**config.mk**
```make
export PLATFORM = sky130hd
export DESIGN_NAME = bral_core
export DESIGN_NICKNAME = d
export VERILOG_FILES = /design/src/bral_pkg.sv /design/src/bral_tbl_if.sv /design/src/bral_core.sv /design/src/bral_ram_addr.sv /design/src/bral_tbl_addr.sv
export SDC_FILE = /design/constraint.sdc
export NUM_CORES = 1
export LEC_CHECK = 0
export BUFFER_PORTS_ARGS = -buffer_cell sky130_fd_sc_hd__clkbuf_2
export CAP_MARGIN = 30
export CORE_UTILIZATION = 46
export DETAILED_ROUTE_END_ITERATION = 8
export GPL_TIMING_DRIVEN = 0
export PLACE_DENSITY = 0.8
export SYNTH_ARGS = -nofsm -noshare
export SYNTH_HDL_FRONTEND = slang
export SYNTH_HIERARCHICAL = 1
export SYNTH_SLANG_ARGS = --single-unit
```
**constraint.sdc**
```tcl
create_clock -name clk_sys -period 2.3 [get_ports clk_sys]
set_clock_uncertainty 0.2 [all_clocks]
set_input_delay 0.115 -clock clk_sys [delete_from_list [all_inputs] [get_ports clk_sys]]
set_output_delay 0.115 -clock clk_sys [all_outputs]
set_load 0.05 [all_outputs]
```
**src/bral_pkg.sv**
```systemverilog
package bral_pkg;
   localparam int PC_W = 14;
   localparam int RAM_AW = 10;
   localparam int WORD_W = 10;
   localparam int NIB_W = 4;
   // Page geometry: 32 pages of 256 words.
   localparam int PAGE_CNT = 32;
   localparam int PAGE_WORDS = 256;
   localparam int PAGE_LSB_W = 8;
   localparam int ZP_W = 6;
   // Memory registers occupy all sixteen nibbles of this window.
   localparam logic [9:0] MEMREG_BASE = 10'h040;
   localparam logic [9:0] MEMREG_LAST = 10'h04f;
   // Table word flag bit positions.
   localparam int TBL_ACC_BIT = 8;
   localparam int TBL_PORT_BIT = 9;
   localparam logic [13:0] PC_RST = 14'h0000;
   localparam logic [3:0] NIB_RST = 4'h0;

   // Operation requested by the instruction decoder for the current word.
   typedef enum logic [2:0]
   {
      BRAL_OP_SEQ = 3'h0,
      BRAL_OP_FAR = 3'h1,
      BRAL_OP_PAGE = 3'h2,
      BRAL_OP_ZPCALL = 3'h3,
      BRAL_OP_TABLE = 3'h4,
      BRAL_OP_FETCH = 3'h5
   } bral_op_t;

   typedef enum logic [1:0]
   {
      BRAL_RAM_IND = 2'h0,
      BRAL_RAM_DIR = 2'h1,
      BRAL_RAM_MEMREG = 2'h2
   } bral_ram_mode_t;
endpackage

```
**src/bral_tbl_if.sv**
```systemverilog
`timescale 1ns/1ps
`default_nettype none
// Carries the table address and its immediate, accumulator and auxiliary inputs between the sequencer and the table unit.
interface bral_tbl_if;
   logic [13:0] tbl_addr;
   logic [3:0] tbl_imm;
   logic [3:0] acc;
   logic [3:0] aux;
   modport unit (input tbl_imm, input acc, input aux, output tbl_addr);
   modport user (output tbl_imm, output acc, output aux, input tbl_addr);
endinterface
`default_nettype wire

```
**src/bral_core.sv**
```systemverilog
// Function
// - Register indirect mode joins the three pointer registers into a 10-bit RAM address.
// - Direct mode uses the whole 10-bit second instruction word as the RAM address.
// - Sixteen memory registers sit at RAM $040 to $04F for the memory register instructions.
// - A far jump, its variant or a far call loads all 14 PC bits from the immediate.
// - ROM is 32 pages of 256 words, the page being PC bits 12 to 8.
// - An in-page jump replaces PC bits 7 to 0 and keeps the page bits.
// - An in-page jump at the last word of a page applies to the incremented PC.
// - A zero-page call loads 6 bits into PC 5 to 0 and clears PC 13 to 6.
// - A table jump targets an address from the 4-bit immediate, accumulator and auxiliary.
// - A table fetch with word bit 8 set loads its low byte into accumulator and auxiliary.
// - A table fetch with word bit 9 set loads its low byte into both port output registers.
// - With both bits set all four destinations update in the same operation.
// - A table fetch leaves normal program counter sequencing unchanged.
`timescale 1ns/1ps
`default_nettype none
module bral_core
   import bral_pkg::*;
(
   input wire logic clk_sys,
   input wire logic rst,
   input wire logic step,
   input wire logic [2:0] op,
   input wire logic [13:0] imm,
   input wire logic [3:0] acc_in,
   input wire logic [3:0] aux_in,
   input wire logic [1:0] ram_mode,
   input wire logic [3:0] ptr_hi,
   input wire logic [3:0] ptr_mid,
   input wire logic [3:0] ptr_lo,
   input wire logic [9:0] direct_word,
   input wire logic [3:0] memreg_sel,
   input wire logic [9:0] rom_data,
   output logic [13:0] pc,
   output logic [13:0] rom_addr,
   output logic [9:0] ram_addr,
   output logic [3:0] acc_out,
   output logic [3:0] aux_out,
   output logic acc_we,
   output logic [3:0] port_one_output,
   output logic [3:0] port_two_output,
   output logic [4:0] page
);
   // Fetch state: a table fetch reads ROM in a second cycle.
   typedef enum logic [1:0]
   {
      BRAL_ST_RUN = 2'b01,
      BRAL_ST_FETCH = 2'b10
   } bral_st_t;

   typedef struct packed
   {
      bral_st_t st;
      logic [13:0] pc;
      logic [3:0] acc;
      logic [3:0] aux;
      logic acc_we;
      logic [3:0] p1;
      logic [3:0] p2;
   } bral_state_t;

   bral_state_t cur_r;
   bral_state_t cur_nxt;
   bral_tbl_if tbl ();
   logic [13:0] pc_inc;

   // Table address is built in its own unit so jump and fetch share it.
   bral_tbl_addr u_tbl
   (
      .bus(tbl.unit)
   );

   bral_ram_addr u_ram
   (
      .mode(ram_mode),
      .ptr_hi(ptr_hi),
      .ptr_mid(ptr_mid),
      .ptr_lo(ptr_lo),
      .direct_word(direct_word),
      .memreg_sel(memreg_sel),
      .ram_addr(ram_addr)
   );

   assign tbl.tbl_imm = imm[3:0];
   assign tbl.acc = acc_in;
   assign tbl.aux = aux_in;
   assign pc_inc = cur_r.pc + 14'h0001;

   // Next-state logic; the in-page jump uses the incremented page so a jump
   // at offset 255 lands in the next page rather than wrapping inside the old one.
   always_comb
   begin
      cur_nxt = cur_r;
      cur_nxt.acc_we = 1'b0;
      case (cur_r.st)
         BRAL_ST_RUN:
         begin
            if (step)
            begin
               case (op)
                  BRAL_OP_FAR: cur_nxt.pc = imm;
                  BRAL_OP_PAGE: cur_nxt.pc = {pc_inc[13:8], imm[7:0]};
                  BRAL_OP_ZPCALL: cur_nxt.pc = {8'h00, imm[5:0]};
                  BRAL_OP_TABLE: cur_nxt.pc = tbl.tbl_addr;
                  BRAL_OP_FETCH:
                  begin
                     cur_nxt.pc = pc_inc;
                     cur_nxt.st = BRAL_ST_FETCH;
                  end
                  default: cur_nxt.pc = pc_inc;
               endcase
            end
         end
         BRAL_ST_FETCH:
         begin
            // Both flags are tested independently, so both may update at once.
            if (rom_data[TBL_ACC_BIT])
            begin
               cur_nxt.acc = rom_data[7:4];
               cur_nxt.aux = rom_data[3:0];
               cur_nxt.acc_we = 1'b1;
            end
            if (rom_data[TBL_PORT_BIT])
            begin
               cur_nxt.p1 = rom_data[7:4];
               cur_nxt.p2 = rom_data[3:0];
            end
            cur_nxt.st = BRAL_ST_RUN;
         end
         default: cur_nxt.st = BRAL_ST_RUN;
      endcase
   end

   // State register.
   always_ff @(posedge clk_sys)
   begin
      if (rst)
      begin
         cur_r.st <= BRAL_ST_RUN;
         cur_r.pc <= PC_RST;
         cur_r.acc <= NIB_RST;
         cur_r.aux <= NIB_RST;
         cur_r.acc_we <= 1'b0;
         cur_r.p1 <= NIB_RST;
         cur_r.p2 <= NIB_RST;
      end
      else
      begin
         cur_r <= cur_nxt;
      end
   end

   // During a fetch the ROM is pointed at the table word instead of the PC.
   assign rom_addr = (cur_r.st == BRAL_ST_FETCH) ? tbl.tbl_addr : cur_r.pc;
   assign pc = cur_r.pc;
   // Thirty-two pages need five bits, so the page number is cut to PC bits 12 to 8.
   assign page = cur_r.pc[12:8];
   assign acc_out = cur_r.acc;
   assign aux_out = cur_r.aux;
   assign acc_we = cur_r.acc_we;
   assign port_one_output = cur_r.p1;
   assign port_two_output = cur_r.p2;
endmodule
`default_nettype wire

```
**src/bral_ram_addr.sv**
```systemverilog
`timescale 1ns/1ps
`default_nettype none
module bral_ram_addr
   import bral_pkg::*;
(
   input wire logic [1:0] mode,
   input wire logic [3:0] ptr_hi,
   input wire logic [3:0] ptr_mid,
   input wire logic [3:0] ptr_lo,
   input wire logic [9:0] direct_word,
   input wire logic [3:0] memreg_sel,
   output logic [9:0] ram_addr
);
   // Address mux; the high pointer only contributes its low two bits to fill 10 bits.
   always_comb
   begin
      case (mode)
         BRAL_RAM_IND: ram_addr = {ptr_hi[1:0], ptr_mid, ptr_lo};
         BRAL_RAM_DIR: ram_addr = direct_word;
         BRAL_RAM_MEMREG: ram_addr = MEMREG_BASE | {6'h00, memreg_sel};
         default: ram_addr = {ptr_hi[1:0], ptr_mid, ptr_lo};
      endcase
   end
endmodule
`default_nettype wire

```
**src/bral_tbl_addr.sv**
```systemverilog
`timescale 1ns/1ps
`default_nettype none
module bral_tbl_addr
   import bral_pkg::*;
(
   bral_tbl_if.unit bus
);
   // Upper two bits are zero, so tables live in the low 4K words.
   assign bus.tbl_addr = {2'b00, bus.tbl_imm, bus.acc, bus.aux};
endmodule
`default_nettype wire

```
## Word level (Yosys, flattened, before mapping)

Cells that the tools add are included.

| cells by class | value |
|---|---|
| add/sub/neg operators | 1 |
| multipliers | 0 |
| div/mod/pow operators | 0 |
| order comparisons | 0 |
| equality and inequality tests | 9 |
| shift operators | 0 |
| mux-type cells | 4 |
| bitwise operators | 2 |
| reductions and logical operators | 6 |

Operators by type and width:

| operator | number |
|---|---|
| $pmux 14 s4 | 1 |
| $pmux 10 s2 | 1 |
| $add 14x1->14 const B | 1 |
| $mux 14 | 1 |
| $reduce_and 2->1 | 4 |
| $eq 3x2->1 const B | 2 |
| $eq 3x3->1 const B | 2 |
| $eq 2x1->1 const B | 2 |
| $eq 2x2->1 const B | 2 |
| $reduce_or 2->1 | 2 |
| $eq 3x1->1 const B | 1 |
| $not 1->1 | 2 |
| $mux 1 | 1 |

| storage, ports and cells | value |
|---|---|
| register bits after elaboration | 33 |
| latch bits | 0 |
| bits in writable memories | 0 |
| memory bits (read-only) | 0 |
| word-level logic and storage cells | 29 |
| memories | 0 |

## Longest topological paths before layout

| logic depth | value |
|---|---|
| word-level depth | 3 |
| depth in mapped cells | 6 |
| mapped depth without buffers | 5 |

## Hierarchy

The synthesis kept the hierarchy.

By module, submodules not included:

| module | times used | cells each | area an instance (um^2) |
|---|---|---|---|
| bral_core | 1 | 284 | 2,228.4 |
| bral_ram_addr | 1 | 27 | 198.9 |
| bral_tbl_addr | 1 | 15 | 108.9 |

## Least setup slack after synthesis

No wires, ideal clock.

| path | value |
|---|---|
| path kind | reg-to-output |
| start point | register cur_r[32] (netlist name) |
| end point | output rom_addr[11] |
| data arrival time | 1.921 ns |
| required time | 1.985 ns |
| setup slack | 0.064 ns |
| cell stages (with the launch flop) | 5 |
| cells stage by stage | dfxtp_1 -> nor2b_1 -> clkbuf_1 -> clkbuf_1 -> o21ai_0 |

| on the way | value |
|---|---|
| cells in the longest elaborated chain, start to end | 2 |

Ends and longest elaborated chain:

| element | RTL line | text |
|---|---|---|
| start, declared | bral_core.sv:62 | `bral_state_t cur_r;` |
| start signal, assigned | bral_core.sv:149 | `cur_r <= cur_nxt;` |
| $eq 2x2->1 | bral_core.sv:154 | `assign rom_addr = (cur_r.st == BRAL_ST_FETCH) ? tbl.tbl_addr : cur_r.pc;` |
| $mux 14 | bral_core.sv:154 |  |
| end, declared | bral_core.sv:35 | `output logic [13:0] rom_addr,` |

No other way between the ends.

## Worst setup path after layout

| path | value |
|---|---|
| start point | register cur_r[32] (netlist name) |
| end point | output rom_addr[8] |

Same word-level chain as after synthesis.

==> run metrics <==
DR WL met2 3550 µm; root buffer cell clkbuf_8; fin util 64.7%; WL met3 ~700 µm; vias in the first global route 2707; vias 2908; switching pwr 0.582 mW; routed len/inst 14.6 µm; die area 5810 µm²; overall routing resource usage 26.3%; unrepaired setup endpoints after global routing no; post-DP HPWL about 5700 µm; synth unique cells 52; Seq cells post-synth 33; Worst-Margin Slew 627 ps; crit-path max FO 10; metal1 wirelength 3150 µm; synthesis warning total 6; # DRC 0; crit path kind reg2out; antenna violations before repair 0; first-pass GRT wire length 12300 µm; synthesized cell area 2540 µm²; sw frac 37.3%; clock period minus worst slack 2160 ps; CTS tree done; core area ~5200 µm²; total chip power between 1.5 and 2 mW; dominant cell type by area after synthesis dfxtp_1; RR Startpoint pc[2]; CTS clock-pin slew for the worst setup and hold paths 70 ps; clk_lat worst skew 290 ps; Initial Util between 40% and 50%; commonest cells in the netlist 49 x buf_4, 37 x nand2_1, 33 x a21oi_1, 33 x dfxtp_1, 24 x nand3_1; ANT nets after route 0; largest net degree at the start of global routing 12; final worst path period share 94.0%; final WL 7650 µm; total leakage power 1.59 nW; EDFF count, synth 0; P_int 0.980 mW; total congestion overflow 0; clk buf depth 2; Die H about 76 µm; Hold Path Class in2reg; Flop pwr share 38.9%; most common cell in the netlist buf_4; first drt pass iteration count 4; fraction of layout cells with a size suffix above 1 about two fifths; min-delay src rst; top cells by area, synth dfxtp_1 26%, buf_4 15%, a21oi_1 6.5%, nand2_1 5.5%, nand3_1 4.7%; Max Cap Viol 0; crit path from cur_r[32]; Port Buffers 111; setup tns final 0 ps; drt via density ~5.5; Top Metal Used met4; cell area power density around 460 nW/µm²; Slew HR approximately 58%; Ports 126; CTS Buf Count 5; final antenna diode count 0; Setup WS post-layout around 140 ps; async set-reset flop share out of synthesis 0%; top_reg_cell synth dfxtp_1; endpoints failing hold 0; Final Max Tran Viols 0; row count 26; Setup WS pre-CTS 119 ps; syn_area_per_cell approximately 7.8 µm²; sequential share of the synthesized area a little over a quarter; Die Span X 76.3 µm; Routability Congestion 0.910; Logic pwr share 33.3%; initial drt markers 243; Yosys top cell area share 26.0%; Crit path arrival time 1850 ps; outcome finished clean; CTS H-tree lvls 2; Synth-to-Final Area Change 32.7%; crit path launch type flop; fin nets 524; worst vdd ir roughly 0.43 mV; clock sink total 33; Hold WS 13.6 ps; WP data required 1990 ps; critical path endpoint category primary output; Mapped Cells 326; Max Fclk 462 MHz; # fillers 471; clock network power share 27.8%; Setup Viol. Count Final 0
## registers in the layout, summed over array words and instances (netlist names)
name             cells
acc_we               1
port_one_output      4
cur_r                2
acc_out              4
pc                  14
aux_out              4
port_two_output      4
## final timing paths
kind                   endpoint  depth (start not counted)  slack (ps)
min reg2reg  port_two_output[3]                          2         260
max reg2reg              pc[13]                          5         350
min                       pc[6]                          2          10
max                 rom_addr[8]                          6         140
## kinds of logic (layout without fill, tap and decap cells)
group | count (synthesis) | count (layout) | share of synthesized area (%)
AND/OR/NAND/NOR | 103 | 103 | 21.3
AO/OA/AOI/OAI | 94 | 94 | 25.2
multiplexers | 12 | 12 | 5.23
adder cells (fa/ha/maj) | 4 | 4 | 1.97
flip-flops | 33 | 33 | 26.0
buffers and inverters | 79 | 207 | 20.1
other | 1 | 2 | 0.148
## layout make-up
cell class	instances	area (µm²)	area share (%)
inverter	9	33.8	1.00
sequential	33	661	19.6
multi-input combinational	215	1370	40.7
tap	70	87.6	2.60
timing repair buffer	120	646	19.2
clock inverter	3	17.5	0.520
clock buffer	5	68.8	2.04
buffer	70	482	14.3
## power by group through the flow
stage / sequential (mW) / clock [mW] / combinational (mW)
after global placement: 0.618 / 0 / 0.496
after detailed placement: 0.619 / 0 / 0.502
after floorplan: 0.612 / 0 / 0.372
after global routing: 0.610 / 0.468 / 0.551
final: 0.607 / 0.434 / 0.520
after CTS: 0.606 / 0.433 / 0.516
## through the flow
| step | std cells | cell area [µm²] |
|---|---|---|
| 2_1_floorplan | 327 | 2540 |
| 5_1_grt | 525 | 3370 |
| 3_3_place_gp | 508 | 3180 |
| 4_1_cts | 525 | 3360 |
| 6_report | 525 | 3370 |
| 3_5_place_dp | 508 | 3180 |
## repair_timing
item | in CTS | in global routing
setup endpoints to repair | 8 | 8
resized for setup | 1 | 3
hold buffers | 9 | 0
hold endpoints to repair | 17 | 0
buffers inserted | 0 | 0
## per-layer routing
metal | up-vias | GRT usage [%]
met2 | 180 | 43.5
met3 | 30 | 5.15
met4 | 0 | 12.7
met5 | - | 0
li1 | 1387 | -
met1 | 1311 | 32.4
## cell usage in the layout, fill, tap and decap left out, types with 5 or more instances in the layout
| cell type | n |
|---|---|
| a21oi_1 | 33 |
| a22o_2 | 5 |
| a22oi_1 | 10 |
| and3_1 | 5 |
| buf_4 | 49 |
| clkbuf_1 | 12 |
| clkbuf_2 | 111 |
| clkbuf_8 | 5 |
| dfxtp_1 | 33 |
| dlygate4sd3_1 | 9 |
| inv_1 | 9 |
| mux2_1 | 9 |
| nand2_1 | 37 |
| nand3_1 | 24 |
| nand3b_1 | 6 |
| nor2_1 | 9 |
| nor2b_1 | 5 |
| o21ai_0 | 13 |
| o32ai_1 | 5 |
## critical path: stages, from the launching register on
cell,delay [ps]
dfxtp_1,340
nor2b_1,130
clkbuf_4,230
clkbuf_1,340
nand2_1,110
o21ai_0,100
clkbuf_2,310
Power figures use the tool's default switching activity.
